<file path="src/i2c_txarb_cfg.svh">
`ifndef I2C_TXARB_CFG_SVH
`define I2C_TXARB_CFG_SVH

// ****************************************************************
// Register indexes
// ****************************************************************
`define REG_CONTROL      4'h0
`define REG_STATUS       4'h1
`define REG_DATA         4'h2
`define REG_EXT_CTRL     4'h3

// ****************************************************************
// Field positions
// ****************************************************************
`define CTL_IF_ENABLE    0
`define CTL_ACK_CHECK    1
`define CTL_TX_SELECT    2
`define CTL_SERIAL_FMT   3
`define CTL_START_CMD    4
`define CTL_STOP_CMD     5
`define STS_IRQ_FLAG     0
`define STS_ARB_LOST     1
`define EXT_REQ_FLAG     4
`define EXT_ARB_IRQ_EN   3
`define EXT_ARB_COND     2

// ****************************************************************
// Reset values and codes
// ****************************************************************
`define CONTROL_RESET    8'h00
`define EXT_RESET        8'h00
`define RESTRICT_KEEP    2'b00
`define RESTRICT_LIFT    2'b11
`define LAST_BIT_I2C     4'h8
`define LAST_BIT_SERIAL  4'h7

// ****************************************************************
// Timing
// ****************************************************************
`define CLK_MHZ          50
`define SCL_QTR_NS       2500
`define SCL_QTR_CYC      ((`SCL_QTR_NS * `CLK_MHZ + 999) / 1000)

`endif

</file>
<file path="src/i2c_txarb_pkg.sv">
package i2c_txarb_pkg;

  // Transmit engine states
  typedef enum logic [2:0] {
    ST_IDLE  = 3'b000,
    ST_START = 3'b001,
    ST_BIT   = 3'b010,
    ST_WAIT  = 3'b011,
    ST_STOP  = 3'b100
  } tx_state_t;

endpackage

</file>
<file path="src/i2c_line_if.sv">
`timescale 1ns/10ps
interface i2c_line_if;
  logic scl_s;
  logic sda_s;
  logic scl_rise;
  logic start_det;
  logic stop_det;
  logic bus_busy;

  modport det (output scl_s, sda_s, scl_rise, start_det, stop_det,
               bus_busy);
  modport ctl (input  scl_s, sda_s, scl_rise, start_det, stop_det,
               bus_busy);
endinterface

</file>
<file path="src/i2c_sync2.sv">
`timescale 1ns/10ps
module i2c_sync2 #(
  parameter int WIDTH = 2
) (
  // Clock and reset
  input  wire logic             clk_i,
  input  wire logic             reset_i,
  // Asynchronous levels in, synchronised levels out
  input  wire logic [WIDTH-1:0] d_i,
  output logic      [WIDTH-1:0] q_o
);
  logic [WIDTH-1:0] stage1;

  // Two flip-flops; lines idle high
  always_ff @(posedge clk_i or posedge reset_i) begin
    if (reset_i) begin
      stage1 <= '1;
      q_o    <= '1;
    end else begin
      stage1 <= d_i;
      q_o    <= stage1;
    end
  end
endmodule

</file>
<file path="src/i2c_bus_cond_detect.sv">
`timescale 1ns/10ps
module i2c_bus_cond_detect (
  // Clock and reset
  input  wire logic clk_i,
  input  wire logic reset_i,
  // Synchronised bus lines
  input  wire logic scl_sync_i,
  input  wire logic sda_sync_i,
  // Decoded bus events
  i2c_line_if.det   line
);
  logic scl_prev;
  logic sda_prev;

  // Previous levels and registered events
  always_ff @(posedge clk_i or posedge reset_i) begin
    if (reset_i) begin
      scl_prev       <= 1'b1;
      sda_prev       <= 1'b1;
      line.scl_s     <= 1'b1;
      line.sda_s     <= 1'b1;
      line.scl_rise  <= 1'b0;
      line.start_det <= 1'b0;
      line.stop_det  <= 1'b0;
    end else begin
      scl_prev       <= scl_sync_i;
      sda_prev       <= sda_sync_i;
      line.scl_s     <= scl_sync_i;
      line.sda_s     <= sda_sync_i;
      line.scl_rise  <= scl_sync_i & ~scl_prev;
      line.start_det <= scl_sync_i & scl_prev & sda_prev & ~sda_sync_i;
      line.stop_det  <= scl_sync_i & scl_prev & ~sda_prev & sda_sync_i;
    end
  end

  // Bus busy between start and stop
  always_ff @(posedge clk_i or posedge reset_i) begin
    if (reset_i) begin
      line.bus_busy <= 1'b0;
    end else if (line.start_det) begin
      line.bus_busy <= 1'b1;
    end else if (line.stop_det) begin
      line.bus_busy <= 1'b0;
    end
  end
endmodule

</file>
<file path="src/i2c_tx_request_arbitration_ctrl.sv">
// Summary of operation
// - Start condition on bus sets request flag
// - Holding-to-shift transfer sets request flag
// - Byte done, flag low: set at 9th rise, 8th in serial format
// - Late buffer write clears briefly, reload sets again
// - Data register write clears request flag
// - Stop condition on bus clears request flag
// - Writing interface enable 0 clears flag
// - Acknowledge 1 with checking on: no set
// - Flag read-only, resets 0, 1 means writable
// - Arbitration loss sets interrupt flag when enabled
// - Select 0: SDA mismatch or SCL pulled low
// - Select 1: SDA mismatch or SDA pulled low
// - Restriction field 00 keeps, 11 lifts; 01/10 barred
`timescale 1ns/10ps
`include "i2c_txarb_cfg.svh"
module i2c_tx_request_arbitration_ctrl #(
  parameter int QTR_CYCLES = `SCL_QTR_CYC
) (
  // Clock and reset
  input  wire logic       clk_i,
  input  wire logic       reset_i,
  // Register port
  input  wire logic [3:0] reg_addr_i,
  input  wire logic [7:0] reg_wdata_i,
  input  wire logic       reg_write_i,
  input  wire logic       reg_read_i,
  output logic      [7:0] reg_rdata_o,
  // Two-wire bus pins
  input  wire logic       scl_i,
  output logic            scl_o,
  output logic            scl_oe_o,
  input  wire logic       sda_i,
  output logic            sda_o,
  output logic            sda_oe_o,
  // Status outputs
  output logic            irq_request_o,
  output logic            restrictions_lifted_o
);
  import i2c_txarb_pkg::*;

  // ****************************************************************
  // Declarations
  // ****************************************************************
  i2c_line_if             line ();
  logic      [1:0]        pins_sync;
  logic                   if_enable;
  logic                   ack_check_enable;
  logic                   transmit_receive_select;
  logic                   serial_fmt;
  logic                   arb_lost_irq_enable;
  logic                   arb_lost_condition_select;
  logic      [1:0]        restriction_cancel;
  logic                   tx_write_request_flag;
  logic                   interface_interrupt_flag;
  logic                   arb_lost;
  logic                   ack_received;
  logic      [7:0]        tx_holding_buffer;
  logic                   hold_full;
  logic      [7:0]        shift_register;
  tx_state_t              state;
  logic      [1:0]        phase;
  logic      [3:0]        bit_cnt;
  logic                   scl_low;
  logic                   sda_low;
  logic                   start_pending;
  logic                   stop_req;
  logic      [15:0]       qtr_cnt;
  logic                   tick;
  logic                   wr_control;
  logic                   wr_status;
  logic                   wr_data;
  logic                   wr_ext;
  logic                   if_disable_wr;
  logic                   load_pulse;
  logic                   last_rise;
  logic                   ack_fail;
  logic                   done_set;
  logic                   mismatch;
  logic                   scl_stolen;
  logic                   sda_stolen;
  logic                   lose_now;
  logic      [3:0]        last_bit;

  // ****************************************************************
  // Pin sampling and bus events
  // ****************************************************************

  // Two-flop synchroniser for both lines
  i2c_sync2 #(
    .WIDTH (2)
  ) u_sync (
    .clk_i   (clk_i),
    .reset_i (reset_i),
    .d_i     ({scl_i, sda_i}),
    .q_o     (pins_sync)
  );

  // Start, stop, rising SCL and busy detection
  i2c_bus_cond_detect u_detect (
    .clk_i      (clk_i),
    .reset_i    (reset_i),
    .scl_sync_i (pins_sync[1]),
    .sda_sync_i (pins_sync[0]),
    .line       (line)
  );

  // Open-drain drive: enable high while pulling low
  assign scl_o    = 1'b0;
  assign sda_o    = 1'b0;
  assign scl_oe_o = scl_low;
  assign sda_oe_o = sda_low;

  // ****************************************************************
  // Register writes
  // ****************************************************************

  // Write strobes per register
  assign wr_control    = reg_write_i && (reg_addr_i == `REG_CONTROL);
  assign wr_status     = reg_write_i && (reg_addr_i == `REG_STATUS);
  assign wr_data       = reg_write_i && (reg_addr_i == `REG_DATA);
  assign wr_ext        = reg_write_i && (reg_addr_i == `REG_EXT_CTRL);
  assign if_disable_wr = wr_control && !reg_wdata_i[`CTL_IF_ENABLE];

  // Control register fields
  always_ff @(posedge clk_i or posedge reset_i) begin
    if (reset_i) begin
      if_enable               <= 1'b0;
      ack_check_enable        <= 1'b0;
      transmit_receive_select <= 1'b0;
      serial_fmt              <= 1'b0;
    end else if (wr_control) begin
      if_enable               <= reg_wdata_i[`CTL_IF_ENABLE];
      ack_check_enable        <= reg_wdata_i[`CTL_ACK_CHECK];
      transmit_receive_select <= reg_wdata_i[`CTL_TX_SELECT];
      serial_fmt              <= reg_wdata_i[`CTL_SERIAL_FMT];
    end
  end

  // Extended control fields; barred restriction codes are ignored
  always_ff @(posedge clk_i or posedge reset_i) begin
    if (reset_i) begin
      arb_lost_irq_enable       <= 1'b0;
      arb_lost_condition_select <= 1'b0;
      restriction_cancel        <= `RESTRICT_KEEP;
    end else if (wr_ext) begin
      arb_lost_irq_enable       <= reg_wdata_i[`EXT_ARB_IRQ_EN];
      arb_lost_condition_select <= reg_wdata_i[`EXT_ARB_COND];
      if (reg_wdata_i[1:0] == `RESTRICT_KEEP ||
          reg_wdata_i[1:0] == `RESTRICT_LIFT) begin
        restriction_cancel <= reg_wdata_i[1:0];
      end
    end
  end

  assign restrictions_lifted_o = (restriction_cancel == `RESTRICT_LIFT);

  // Transmit holding buffer; a write takes priority over a load
  always_ff @(posedge clk_i or posedge reset_i) begin
    if (reset_i) begin
      tx_holding_buffer <= 8'h00;
      hold_full         <= 1'b0;
    end else if (if_disable_wr) begin
      hold_full <= 1'b0;
    end else if (wr_data) begin
      tx_holding_buffer <= reg_wdata_i;
      hold_full         <= 1'b1;
    end else if (load_pulse) begin
      hold_full <= 1'b0;
    end
  end

  // Start and stop commands wait for the engine
  always_ff @(posedge clk_i or posedge reset_i) begin
    if (reset_i) begin
      start_pending <= 1'b0;
      stop_req      <= 1'b0;
    end else if (if_disable_wr || lose_now) begin
      start_pending <= 1'b0;
      stop_req      <= 1'b0;
    end else begin
      if (wr_control && reg_wdata_i[`CTL_START_CMD]) begin
        start_pending <= 1'b1;
      end else if (state == ST_START) begin
        start_pending <= 1'b0;
      end
      if (wr_control && reg_wdata_i[`CTL_STOP_CMD]) begin
        stop_req <= 1'b1;
      end else if (state == ST_STOP) begin
        stop_req <= 1'b0;
      end
    end
  end

  // ****************************************************************
  // SCL quarter-period divider
  // ****************************************************************

  // One-cycle tick every quarter SCL period while enabled
  always_ff @(posedge clk_i or posedge reset_i) begin
    if (reset_i) begin
      qtr_cnt <= 16'h0000;
      tick    <= 1'b0;
    end else if (!if_enable || qtr_cnt == 16'(QTR_CYCLES - 1)) begin
      qtr_cnt <= 16'h0000;
      tick    <= if_enable;
    end else begin
      qtr_cnt <= qtr_cnt + 16'h0001;
      tick    <= 1'b0;
    end
  end

  // ****************************************************************
  // Byte completion and arbitration checks
  // ****************************************************************

  // Last clock of a byte: 9th in I2C format, 8th in serial format
  assign last_bit  = serial_fmt ? `LAST_BIT_SERIAL : `LAST_BIT_I2C;
  assign last_rise = line.scl_rise && (state == ST_BIT) &&
                     (bit_cnt == last_bit);
  assign ack_fail  = !serial_fmt && ack_check_enable && line.sda_s;
  assign done_set  = last_rise && !tx_write_request_flag &&
                     !ack_fail;

  // Data bit seen low while we released it at SCL rise
  assign mismatch   = line.scl_rise && (state == ST_BIT) &&
                      (bit_cnt < `LAST_BIT_I2C) && !sda_low &&
                      !line.sda_s;
  // SCL low while released and already seen high
  assign scl_stolen = !arb_lost_condition_select && !scl_low &&
                      !line.scl_s && (phase == 2'd3) &&
                      (state == ST_BIT);
  // SDA pulled low while idle or with a start waiting
  assign sda_stolen = arb_lost_condition_select && !sda_low &&
                      !line.sda_s && ((state == ST_IDLE &&
                      !line.bus_busy) || start_pending);
  assign lose_now   = if_enable && (mismatch || scl_stolen ||
                      sda_stolen);

  // Acknowledge bit captured at the last rise
  always_ff @(posedge clk_i or posedge reset_i) begin
    if (reset_i) begin
      ack_received <= 1'b0;
    end else if (last_rise && !serial_fmt) begin
      ack_received <= line.sda_s;
    end
  end

  // ****************************************************************
  // Transmit engine
  // ****************************************************************

  // Master transmit sequencer, four ticks per bit
  always_ff @(posedge clk_i or posedge reset_i) begin
    if (reset_i) begin
      state          <= ST_IDLE;
      phase          <= 2'd0;
      bit_cnt        <= 4'h0;
      shift_register <= 8'h00;
      scl_low        <= 1'b0;
      sda_low        <= 1'b0;
      load_pulse     <= 1'b0;
    end else if (!if_enable || lose_now) begin
      state      <= ST_IDLE;
      phase      <= 2'd0;
      scl_low    <= 1'b0;
      sda_low    <= 1'b0;
      load_pulse <= 1'b0;
    end else begin
      load_pulse <= 1'b0;
      case (state)
        ST_IDLE: begin
          if (start_pending && !line.bus_busy &&
              transmit_receive_select && tick) begin
            state <= ST_START;
            phase <= 2'd0;
          end
        end
        ST_START: begin
          if (tick) begin
            if (phase == 2'd0) begin
              sda_low <= 1'b1;
              phase   <= 2'd1;
            end else begin
              scl_low <= 1'b1;
              state   <= ST_WAIT;
            end
          end
        end
        ST_WAIT: begin
          // SCL held low until a byte or a stop is available
          if (hold_full && !load_pulse) begin
            shift_register <= tx_holding_buffer;
            load_pulse     <= 1'b1;
            bit_cnt        <= 4'h0;
            phase          <= 2'd0;
            state          <= ST_BIT;
          end else if (stop_req && tick) begin
            phase <= 2'd0;
            state <= ST_STOP;
          end
        end
        ST_BIT: begin
          if (tick) begin
            case (phase)
              2'd0: begin
                sda_low <= (bit_cnt < `LAST_BIT_I2C) ?
                           !shift_register[7] : 1'b0;
                phase   <= 2'd1;
              end
              2'd1: begin
                scl_low <= 1'b0;
                phase   <= 2'd2;
              end
              2'd2: begin
                if (line.scl_s) begin
                  phase <= 2'd3;
                end
              end
              default: begin
                scl_low        <= 1'b1;
                shift_register <= {shift_register[6:0], 1'b0};
                bit_cnt        <= bit_cnt + 4'h1;
                phase          <= 2'd0;
                if (bit_cnt == last_bit) begin
                  state <= ST_WAIT;
                end
              end
            endcase
          end
        end
        ST_STOP: begin
          if (tick) begin
            case (phase)
              2'd0: begin
                sda_low <= 1'b1;
                phase   <= 2'd1;
              end
              2'd1: begin
                scl_low <= 1'b0;
                phase   <= 2'd2;
              end
              default: begin
                sda_low <= 1'b0;
                state   <= ST_IDLE;
              end
            endcase
          end
        end
        default: begin
          state <= ST_IDLE;
        end
      endcase
    end
  end

  // ****************************************************************
  // Flags
  // ****************************************************************

  // Transmit write-request flag; sets beat the data-write clear
  always_ff @(posedge clk_i or posedge reset_i) begin
    if (reset_i) begin
      tx_write_request_flag <= 1'b0;
    end else if (if_disable_wr) begin
      tx_write_request_flag <= 1'b0;
    end else if (line.start_det || load_pulse || done_set) begin
      tx_write_request_flag <= 1'b1;
    end else if (line.stop_det) begin
      tx_write_request_flag <= 1'b0;
    end else if (wr_data) begin
      tx_write_request_flag <= 1'b0;
    end
  end

  // Arbitration-lost status and interrupt flag; set beats clear
  always_ff @(posedge clk_i or posedge reset_i) begin
    if (reset_i) begin
      arb_lost                 <= 1'b0;
      interface_interrupt_flag <= 1'b0;
    end else begin
      if (lose_now) begin
        arb_lost <= 1'b1;
      end else if (wr_status && !reg_wdata_i[`STS_ARB_LOST]) begin
        arb_lost <= 1'b0;
      end
      if (lose_now && arb_lost_irq_enable) begin
        interface_interrupt_flag <= 1'b1;
      end else if (wr_status && !reg_wdata_i[`STS_IRQ_FLAG]) begin
        interface_interrupt_flag <= 1'b0;
      end
    end
  end

  assign irq_request_o = interface_interrupt_flag;

  // ****************************************************************
  // Register reads
  // ****************************************************************

  // Read data registered one cycle after the strobe
  always_ff @(posedge clk_i or posedge reset_i) begin
    if (reset_i) begin
      reg_rdata_o <= 8'h00;
    end else if (!reg_read_i) begin
      reg_rdata_o <= 8'h00;
    end else if (reg_addr_i == `REG_CONTROL) begin
      reg_rdata_o <= {4'h0, serial_fmt, transmit_receive_select,
                      ack_check_enable, if_enable};
    end else if (reg_addr_i == `REG_STATUS) begin
      reg_rdata_o <= {3'h0, hold_full, ack_received, line.bus_busy,
                      arb_lost, interface_interrupt_flag};
    end else if (reg_addr_i == `REG_DATA) begin
      reg_rdata_o <= tx_holding_buffer;
    end else if (reg_addr_i == `REG_EXT_CTRL) begin
      reg_rdata_o <= {3'h0, tx_write_request_flag, arb_lost_irq_enable,
                      arb_lost_condition_select, restriction_cancel};
    end else begin
      reg_rdata_o <= 8'h00;
    end
  end
endmodule

</file>
<file path="config.mk">
export PLATFORM = sky130hd
export DESIGN_NAME = i2c_tx_request_arbitration_ctrl
export DESIGN_NICKNAME = d
export VERILOG_FILES = /design/src/i2c_txarb_pkg.sv /design/src/i2c_line_if.sv /design/src/i2c_sync2.sv /design/src/i2c_bus_cond_detect.sv /design/src/i2c_tx_request_arbitration_ctrl.sv
export VERILOG_INCLUDE_DIRS = /design/src
export SDC_FILE = /design/constraint.sdc
export NUM_CORES = 1
export LEC_CHECK = 0
export BUFFER_PORTS_ARGS = -buffer_cell sky130_fd_sc_hd__buf_2
export CORE_UTILIZATION = 30
export DETAILED_ROUTE_END_ITERATION = 10
export GPL_ROUTABILITY_DRIVEN = 1
export PLACE_DENSITY_LB_ADDON = 0.25
export SYNTH_ARGS = -nofsm -noshare
export SYNTH_HDL_FRONTEND = slang
export SYNTH_SLANG_ARGS = --single-unit
</file>
<file path="constraint.sdc">
create_clock -name clk_i -period 2.64 [get_ports clk_i]
set_input_delay 0.528 -clock clk_i [delete_from_list [all_inputs] [get_ports clk_i]]
set_output_delay 0.528 -clock clk_i [all_outputs]
set_load 0.005 [all_outputs]
</file>
Yosys cells after proc, flatten, opt, wreduce, memory -nomap -nowiden --
Index checks and enable logic that the tools add are counted.
Cells by class: reductions and logical operators 81, magnitude comparators 1, mux-type cells 79, eq/ne operators 33, bitwise logic cells 11, add/sub/neg operators 2
Operator list (number):
- 8-bit two-way mux | 7
- 1-bit two-way mux | 36
- 1-bit logical AND | 34
- 3-bit two-way mux | 11
- 2-bit two-way mux | 9
- 3-bit by 2-bit != test with 1-bit output (second input constant) | 6
- 9-bit AND reduction | 2
- 16-bit by 1-bit adder with 16-bit output (second input constant) | 1
- 16-bit by 7-bit == test with 1-bit output (second input constant) | 1
- 16-bit two-way mux | 1
- 4-bit two-way mux | 4
- 8-bit case mux with 2 select lines | 1
- 3-bit by 1-bit != test with 1-bit output (second input constant) | 5
- 3-bit case mux with 5 select lines | 1
- 1-bit logical NOT | 14
- 7-bit AND reduction | 2
- 2-bit case mux with 5 select lines | 1
- 1-bit logical OR | 9
- 3-bit nonzero test | 3
- 2-bit == test (second input constant) | 4
- 4-bit by 2-bit == test with 1-bit output (second input constant) | 2
- 4-bit case mux with 2 select lines | 1
- 2-bit nonzero test | 4
- 4-bit nonzero test | 2
- 28 further kinds | 46
Storage, ports and cells: output and inout bits 14, input bits 18, flip-flop bits (word level) 78

Depth between registers and ports, before layout --
depth in word-level cells 11, gate-level depth with buffers 8, depth with buffers taken out 7

By module --
A second synthesis with hierarchy kept.
Second synthesis, totals: cell total of the unflattened synthesis 370, area total of the unflattened synthesis 3931.3 um^2
By module, submodules not included:
- i2c_tx_request_arbitration_ctrl | area each 3614.7 um^2, instances 1, cells an instance 352, sequential area each 1701.6 um^2
- i2c_bus_cond_detect | area each 207.7 um^2, instances 1, cells an instance 13, sequential area each 152.6 um^2
- i2c_sync2 | area each 108.9 um^2, instances 1, cells an instance 5, sequential area each 105.1 um^2

Worst setup path after synthesis --
No wires, ideal clock.
kind input to register, start point in reg_addr_i[0], end point reg reg_rdata_o[3], path buffers 1, arrival 1.623 ns, path slack 0.898 ns, stages 3, path through clkbuf_1 -> mux4_1 -> and3_1
Between the ends: longest elaborated chain between the ends 6
RTL lines:
- start, declared | line i2c_tx_request_arbitration_ctrl.sv:24 | input wire logic [3:0] reg_addr_i,
- 4-bit by 2-bit == test with 1-bit output (no source line)
- 5-bit two-way mux | line i2c_tx_request_arbitration_ctrl.sv:415 | end else if (reg_addr_i == `REG_EXT_CTRL) begin
- 8-bit two-way mux | line i2c_tx_request_arbitration_ctrl.sv:413 | end else if (reg_addr_i == `REG_DATA) begin
- 8-bit two-way mux | line i2c_tx_request_arbitration_ctrl.sv:410 | end else if (reg_addr_i == `REG_STATUS) begin
- 8-bit two-way mux * | line i2c_tx_request_arbitration_ctrl.sv:407 | end else if (reg_addr_i == `REG_CONTROL) begin
- 8-bit two-way mux * | line i2c_tx_request_arbitration_ctrl.sv:405 | end else if (!reg_read_i) begin
- end signal, assigned | line i2c_tx_request_arbitration_ctrl.sv:408 | reg_rdata_o <= {4'h0, serial_fmt, transmit_receive_select,
- end signal, assigned | line i2c_tx_request_arbitration_ctrl.sv:411 | reg_rdata_o <= {3'h0, hold_full, ack_received, line.bus_busy,
- end signal, assigned | line i2c_tx_request_arbitration_ctrl.sv:414 | reg_rdata_o <= tx_holding_buffer;
- end, declared | line i2c_tx_request_arbitration_ctrl.sv:28 | output logic [7:0] reg_rdata_o,
Every way passes the cells marked *; elsewhere a longest branch is shown, timed or not. A chain may end at the register's enable or synchronous reset.

Worst setup path after layout --
start point reg state[2], end point reg state[1]
Between the ends: longest elaborated chain between the ends 11
RTL lines:
- start, declared | line i2c_tx_request_arbitration_ctrl.sv:61 | tx_state_t state;
- start signal, assigned | line i2c_tx_request_arbitration_ctrl.sv:256 | state <= ST_IDLE;
- start signal, assigned | line i2c_tx_request_arbitration_ctrl.sv:264 | state <= ST_IDLE;
- start signal, assigned | line i2c_tx_request_arbitration_ctrl.sv:275 | state <= ST_START;
- 3-bit by 2-bit == test with 1-bit output | line i2c_tx_request_arbitration_ctrl.sv:226, i2c_tx_request_arbitration_ctrl.sv:232, i2c_tx_request_arbitration_ctrl.sv:271
- 1-bit logical AND (4 in a row) | line i2c_tx_request_arbitration_ctrl.sv:226 | assign mismatch = line.scl_rise && (state == ST_BIT) &&
- 1-bit logical OR (2 in a row) | line i2c_tx_request_arbitration_ctrl.sv:237 | assign lose_now = if_enable && (mismatch || scl_stolen ||
- 1-bit logical AND | line i2c_tx_request_arbitration_ctrl.sv:237
- 1-bit logical OR | line i2c_tx_request_arbitration_ctrl.sv:263 | end else if (!if_enable || lose_now) begin
- 4-bit != test (no source line) (tied with other cells)
- 9-bit AND reduction (no source line)
Several ways; a longest one is shown, not always the timed one.

==> load_flow_metrics.sql <==
INSERT INTO impl_metrics (metric_group, metric, value, unit) VALUES
('clock_tree', 'clk_transition_reported_paths', '60', 'ps'),
('finish', 'area_growth_syn_to_layout', '16.1', '%'),
('placed_design', 'placed_area', '0.00417', 'sq mm'),
('floorplan', 'fp-row-count', '41', ''),
('timing', 'grt_setup_unrepaired', 'no', ''),
('setup_path', 'cp.arrival', '2410', 'ps'),
('clock_tree', 'cts_max_path_buffers', '2', ''),
('yosys', 'ff_latch_count_synth', '78', ''),
('global_route', 'gr-max-usage-layer', 'met2', ''),
('timing', 'timing.setup.tns', '0', 'ps'),
('timing', 'finClkSkew', '5.48', 'ps'),
('floorplan', 'fp.dieH', '116', 'um'),
('drt', 'drt-vias-per-instance', '4.83', ''),
('global_route', 'grt_overflow_total', '0', ''),
('drt', 'antenna_violating_nets_post_route', '0', ''),
('finish', 'num_antenna_cells', '0', ''),
('drt', 'iteration_0_drc_count_of_the_detailed_router', '146', ''),
('placed_design', 'globalplace.congestion', '0.881', ''),
('yosys', 'dominantRegCellSynth', 'sky130_fd_sc_hd__dfrtp_1', ''),
('global_route', 'wire_length_of_the_first_global_routing_pass', '13500', 'um'),
('clock_tree', 'cts.htree.levels', '3', ''),
('setup_path', 'regToRegSetupSlack', '440', 'ps'),
('timing', 'final_max_slew_viol_count', '0', ''),
('worst_hold_path', 'worstHoldPathType', 'in -> async', ''),
('global_route', 'use_met3', '0.0408', ''),
('timing', 'final_setup_viols', '0', ''),
('setup_path', 'cp_max_fo', '19', ''),
('timing', 'timing_hold_violations_final', '0', ''),
('finish', 'n_fill_cell', '1243', ''),
('setup_path', 'cp-start-kind', 'flop', ''),
('pwr', 'power.static_leakage', '1.97', 'nW'),
('global_route', 'grt_start_max_net_pins', '38', ''),
('drt', 'routed_wire_length_per_instance', '14.8', 'um'),
('yosys', 'post_synth_inst_count', '366', ''),
('finish', 'utilization', '0.357', ''),
('drt', 'route.final.wire_length', '8460', 'um'),
('clock_tree', 'cts.root.buffer_cell', 'sky130_fd_sc_hd__clkbuf_16', ''),
('clock_tree', 'worst_skew_pair.late_latency', '330', 'ps'),
('yosys', 'yosys.cell_types.count', '63', ''),
('floorplan', 'floorplan.initialDensity', '0.308', ''),
('yosys', 'number_of_synthesized_flops_with_an_enable_pin', '0', ''),
('clock_tree', 'cts_repair_resize_count', '0', ''),
('finish', 'final_layout_size_suffix_gt1_frac', '0.191', ''),
('clock_tree', 'post_cts_hold_buffer_count', '0', ''),
('outcome', 'outcome', 'finished clean', ''),
('pwr', 'cellPowerDensity', '679', 'mW/mm^2'),
('drt', 'dr_total_vias', '2755', ''),
('global_route', 'first_global_vias', '2587', ''),
('timing', 'max_freq', '455', 'MHz'),
('setup_path', 'required', '2850', 'ps'),
('timing', 'period_needed', '2200', 'ps'),
('placed_design', 'dp.final_hpwl', '6100', 'um'),
('global_route', 'grt_util_met1', '0.186', ''),
('floorplan', 'pin_count', '32', ''),
('clock_tree', 'post_cts_buffers', '0', ''),
('global_route', 'grt_util_met2', '0.200', ''),
('clock_tree', 'cts-buffers-inserted', '9', ''),
('floorplan', 'fp.coreArea', '0.0126', 'sq mm'),
('finish', 'fin_area', '0.00449', 'sq mm'),
('flow_run', 'max-cap-violations', '0', ''),
('floorplan', 'die_width', '116', 'um'),
('clock_tree', 'cts_tree', 'built', ''),
('pwr', 'post-layout-total-power', '0.00305', 'W'),
('setup_path', 'critical_path_class', 'reg -> reg', ''),
('timing', 'timing.final.crit_share', '0.832', ''),
('setup_path', 'worstSetupEndpointType', 'flop', ''),
('yosys', 'yosysSeqAreaShare', '0.507', ''),
('global_route', 'grt.total_usage', '0.136', ''),
('yosys', 'syn-mean-instance-area', '10.6', 'sq um'),
('finish', 'fin_cells', '570', ''),
('yosys', 'syn_area', '0.00387', 'sq mm'),
('drt', 'post-route-drc-count', '0', ''),
('clock_tree', 'clkSinkCount', '78', ''),
('placed_design', 'placed_cells_incl_taps', '554', ''),
('yosys', 'synth-warning-count', '0', ''),
('pwr', 'ir_drop', '0.452', 'mV'),
('yosys', 'async_flop_share', '1.00', ''),
('global_route', 'number_of_antenna_violations_at_the_first_check_in_global_routing', '0', ''),
('finish', 'finalNetCount', '419', ''),
('drt', 'router_iterations_before_antenna_repair', '5', ''),
('floorplan', 'die-area', '0.0133', 'sq mm'),
('timing', 'tightestPinTransition', '702', 'ps'),
('placed_design', 'port-buffer-count', '29', ''),
('timing', 'relative_max_transition_margin', '0.532', '');
layout make-up:
cell class | count | area, sq um | area share
Clock buffer | 11 | 233 | 0.0518
Timing Repair Buffer | 32 | 180 | 0.0401
Inverter | 13 | 50.0 | 0.0111
Tap cell | 172 | 215 | 0.0479
Multi-Input combinational cell | 259 | 1770 | 0.394
Clock inverter | 5 | 83.8 | 0.0187
Sequential cell | 78 | 1960 | 0.436
worst paths after layout:
kind,startpoint,cells after the start,end
worst max-delay path,state[2],5,state[1]
worst min-delay path,reset_i,2,qtr_cnt[12]
worst max register to register,state[2],5,state[1]
worst min register to register,u_sync.stage1[1],0,u_sync.q_o[1]
max in group asynchronous,reset_i,3,u_detect.line.sda_s
min in group clk_i,sda_i,1,u_sync.stage1[0]
report_power, final:
part	switching, W	internal [W]
combinational	0.000178	0.000149
clock	0.000489	0.000830
sequential	0.000101	0.00130
total	0.000767	0.00228
cell families (layout without fill, tap and decap cells):
family,Yosys count,after routing,synth area share
other,1,2,0.000970
multiplexers,27,27,0.0884
AND/OR/NAND/NOR,135,135,0.189
flip-flops,78,78,0.507
XOR/XNOR,12,12,0.0272
adder cells (fa/ha/maj),9,9,0.0285
AO/OA/AOI/OAI,74,74,0.122
buffers and inverters,30,61,0.0369
placed cells by master (no fill, tap or decap), types with 3 or more instances in the layout:
master / Yosys / final
sky130_fd_sc_hd__nor2b_1: 3 / 3
sky130_fd_sc_hd__mux4_2: 3 / 3
sky130_fd_sc_hd__o21ai_1: 14 / 14
sky130_fd_sc_hd__buf_2: 6 / 29
sky130_fd_sc_hd__nor2_1: 32 / 32
sky130_fd_sc_hd__clkbuf_16: 0 / 9
sky130_fd_sc_hd__ha_1: 8 / 8
sky130_fd_sc_hd__nand2_1: 32 / 32
sky130_fd_sc_hd__nor3_1: 6 / 6
sky130_fd_sc_hd__nand2b_1: 7 / 7
sky130_fd_sc_hd__dfrtp_1: 72 / 72
sky130_fd_sc_hd__inv_1: 13 / 12
sky130_fd_sc_hd__mux2_2: 12 / 12
sky130_fd_sc_hd__o21ai_0: 18 / 18
sky130_fd_sc_hd__dfstp_2: 6 / 6
sky130_fd_sc_hd__and2_1: 6 / 6
sky130_fd_sc_hd__and3_1: 8 / 8
sky130_fd_sc_hd__xor2_1: 5 / 5
sky130_fd_sc_hd__nand3b_1: 5 / 5
sky130_fd_sc_hd__or3_1: 3 / 3
sky130_fd_sc_hd__nor3b_1: 5 / 5
sky130_fd_sc_hd__nand3_1: 10 / 10
sky130_fd_sc_hd__nand4_1: 3 / 3
sky130_fd_sc_hd__xnor2_1: 7 / 7
sky130_fd_sc_hd__a21oi_1: 18 / 18
sky130_fd_sc_hd__mux2i_1: 9 / 9
synth_stat cells, types with 2 or more instances:
cell / number / area [sq um]
sky130_fd_sc_hd__xor2_1: 5 / 43.8
sky130_fd_sc_hd__and3_1: 8 / 50.1
sky130_fd_sc_hd__nor3_1: 6 / 30.0
sky130_fd_sc_hd__a21o_1: 2 / 15.0
sky130_fd_sc_hd__mux4_2: 3 / 67.6
sky130_fd_sc_hd__nor4b_1: 2 / 17.5
sky130_fd_sc_hd__xnor2_1: 7 / 61.3
sky130_fd_sc_hd__or3b_1: 2 / 17.5
sky130_fd_sc_hd__a22o_1: 2 / 17.5
sky130_fd_sc_hd__a21oi_1: 18 / 90.1
sky130_fd_sc_hd__mux2_2: 12 / 135
sky130_fd_sc_hd__dfrtp_1: 72 / 1800
sky130_fd_sc_hd__nor2_1: 32 / 120
sky130_fd_sc_hd__mux2_1: 2 / 22.5
sky130_fd_sc_hd__nand2_1: 32 / 120
sky130_fd_sc_hd__and2_1: 6 / 37.5
sky130_fd_sc_hd__nor3b_1: 5 / 37.5
sky130_fd_sc_hd__o21ai_1: 14 / 70.1
sky130_fd_sc_hd__clkbuf_1: 6 / 22.5
sky130_fd_sc_hd__o21ai_0: 18 / 90.1
sky130_fd_sc_hd__buf_4: 4 / 30.0
sky130_fd_sc_hd__nand2b_1: 7 / 43.8
sky130_fd_sc_hd__ha_1: 8 / 100
sky130_fd_sc_hd__nand3_1: 10 / 50.1
sky130_fd_sc_hd__nand3b_1: 5 / 37.5
sky130_fd_sc_hd__inv_1: 13 / 48.8
sky130_fd_sc_hd__nor2b_1: 3 / 18.8
sky130_fd_sc_hd__nand4_1: 3 / 18.8
sky130_fd_sc_hd__a311oi_1: 2 / 17.5
sky130_fd_sc_hd__or3_1: 3 / 18.8
sky130_fd_sc_hd__o211ai_1: 2 / 15.0
sky130_fd_sc_hd__and4_1: 2 / 17.5
sky130_fd_sc_hd__mux2i_1: 9 / 90.1
sky130_fd_sc_hd__nor4_1: 2 / 12.5
sky130_fd_sc_hd__dfstp_2: 6 / 158
sky130_fd_sc_hd__buf_2: 6 / 30.0
metrics by stage:
step | hold slack (ps) | setup WS, ps
global placement | 347 | 512
detailed placement | 348 | 458
finish | 237 | 443
global route | 274 | 250
CTS | 242 | 455
floorplan | 345 | 127
sequential cells by signal, summed over array words and instances, names as in the netlist, 3 cells and up:
name and count:
shift_register 8, tx_holding_buffer 8, state 3, reg_rdata_o 8, qtr_cnt 16, bit_cnt 4
worst max-delay path: stages, from the launching register on:
cell                       delay (ps)
sky130_fd_sc_hd__dfrtp_1          770
sky130_fd_sc_hd__or3b_1           550
sky130_fd_sc_hd__o22ai_1          170
sky130_fd_sc_hd__a31oi_1          280
sky130_fd_sc_hd__o211ai_2         160
sky130_fd_sc_hd__mux2i_1          140
routing by layer:
metal	wire length, um	up-vias
met5	0	-
met4	135	0
met3	370	10
met2	3920	57
met1	4040	1347
li1	-	1341
(Power assumes the default switching activity.)
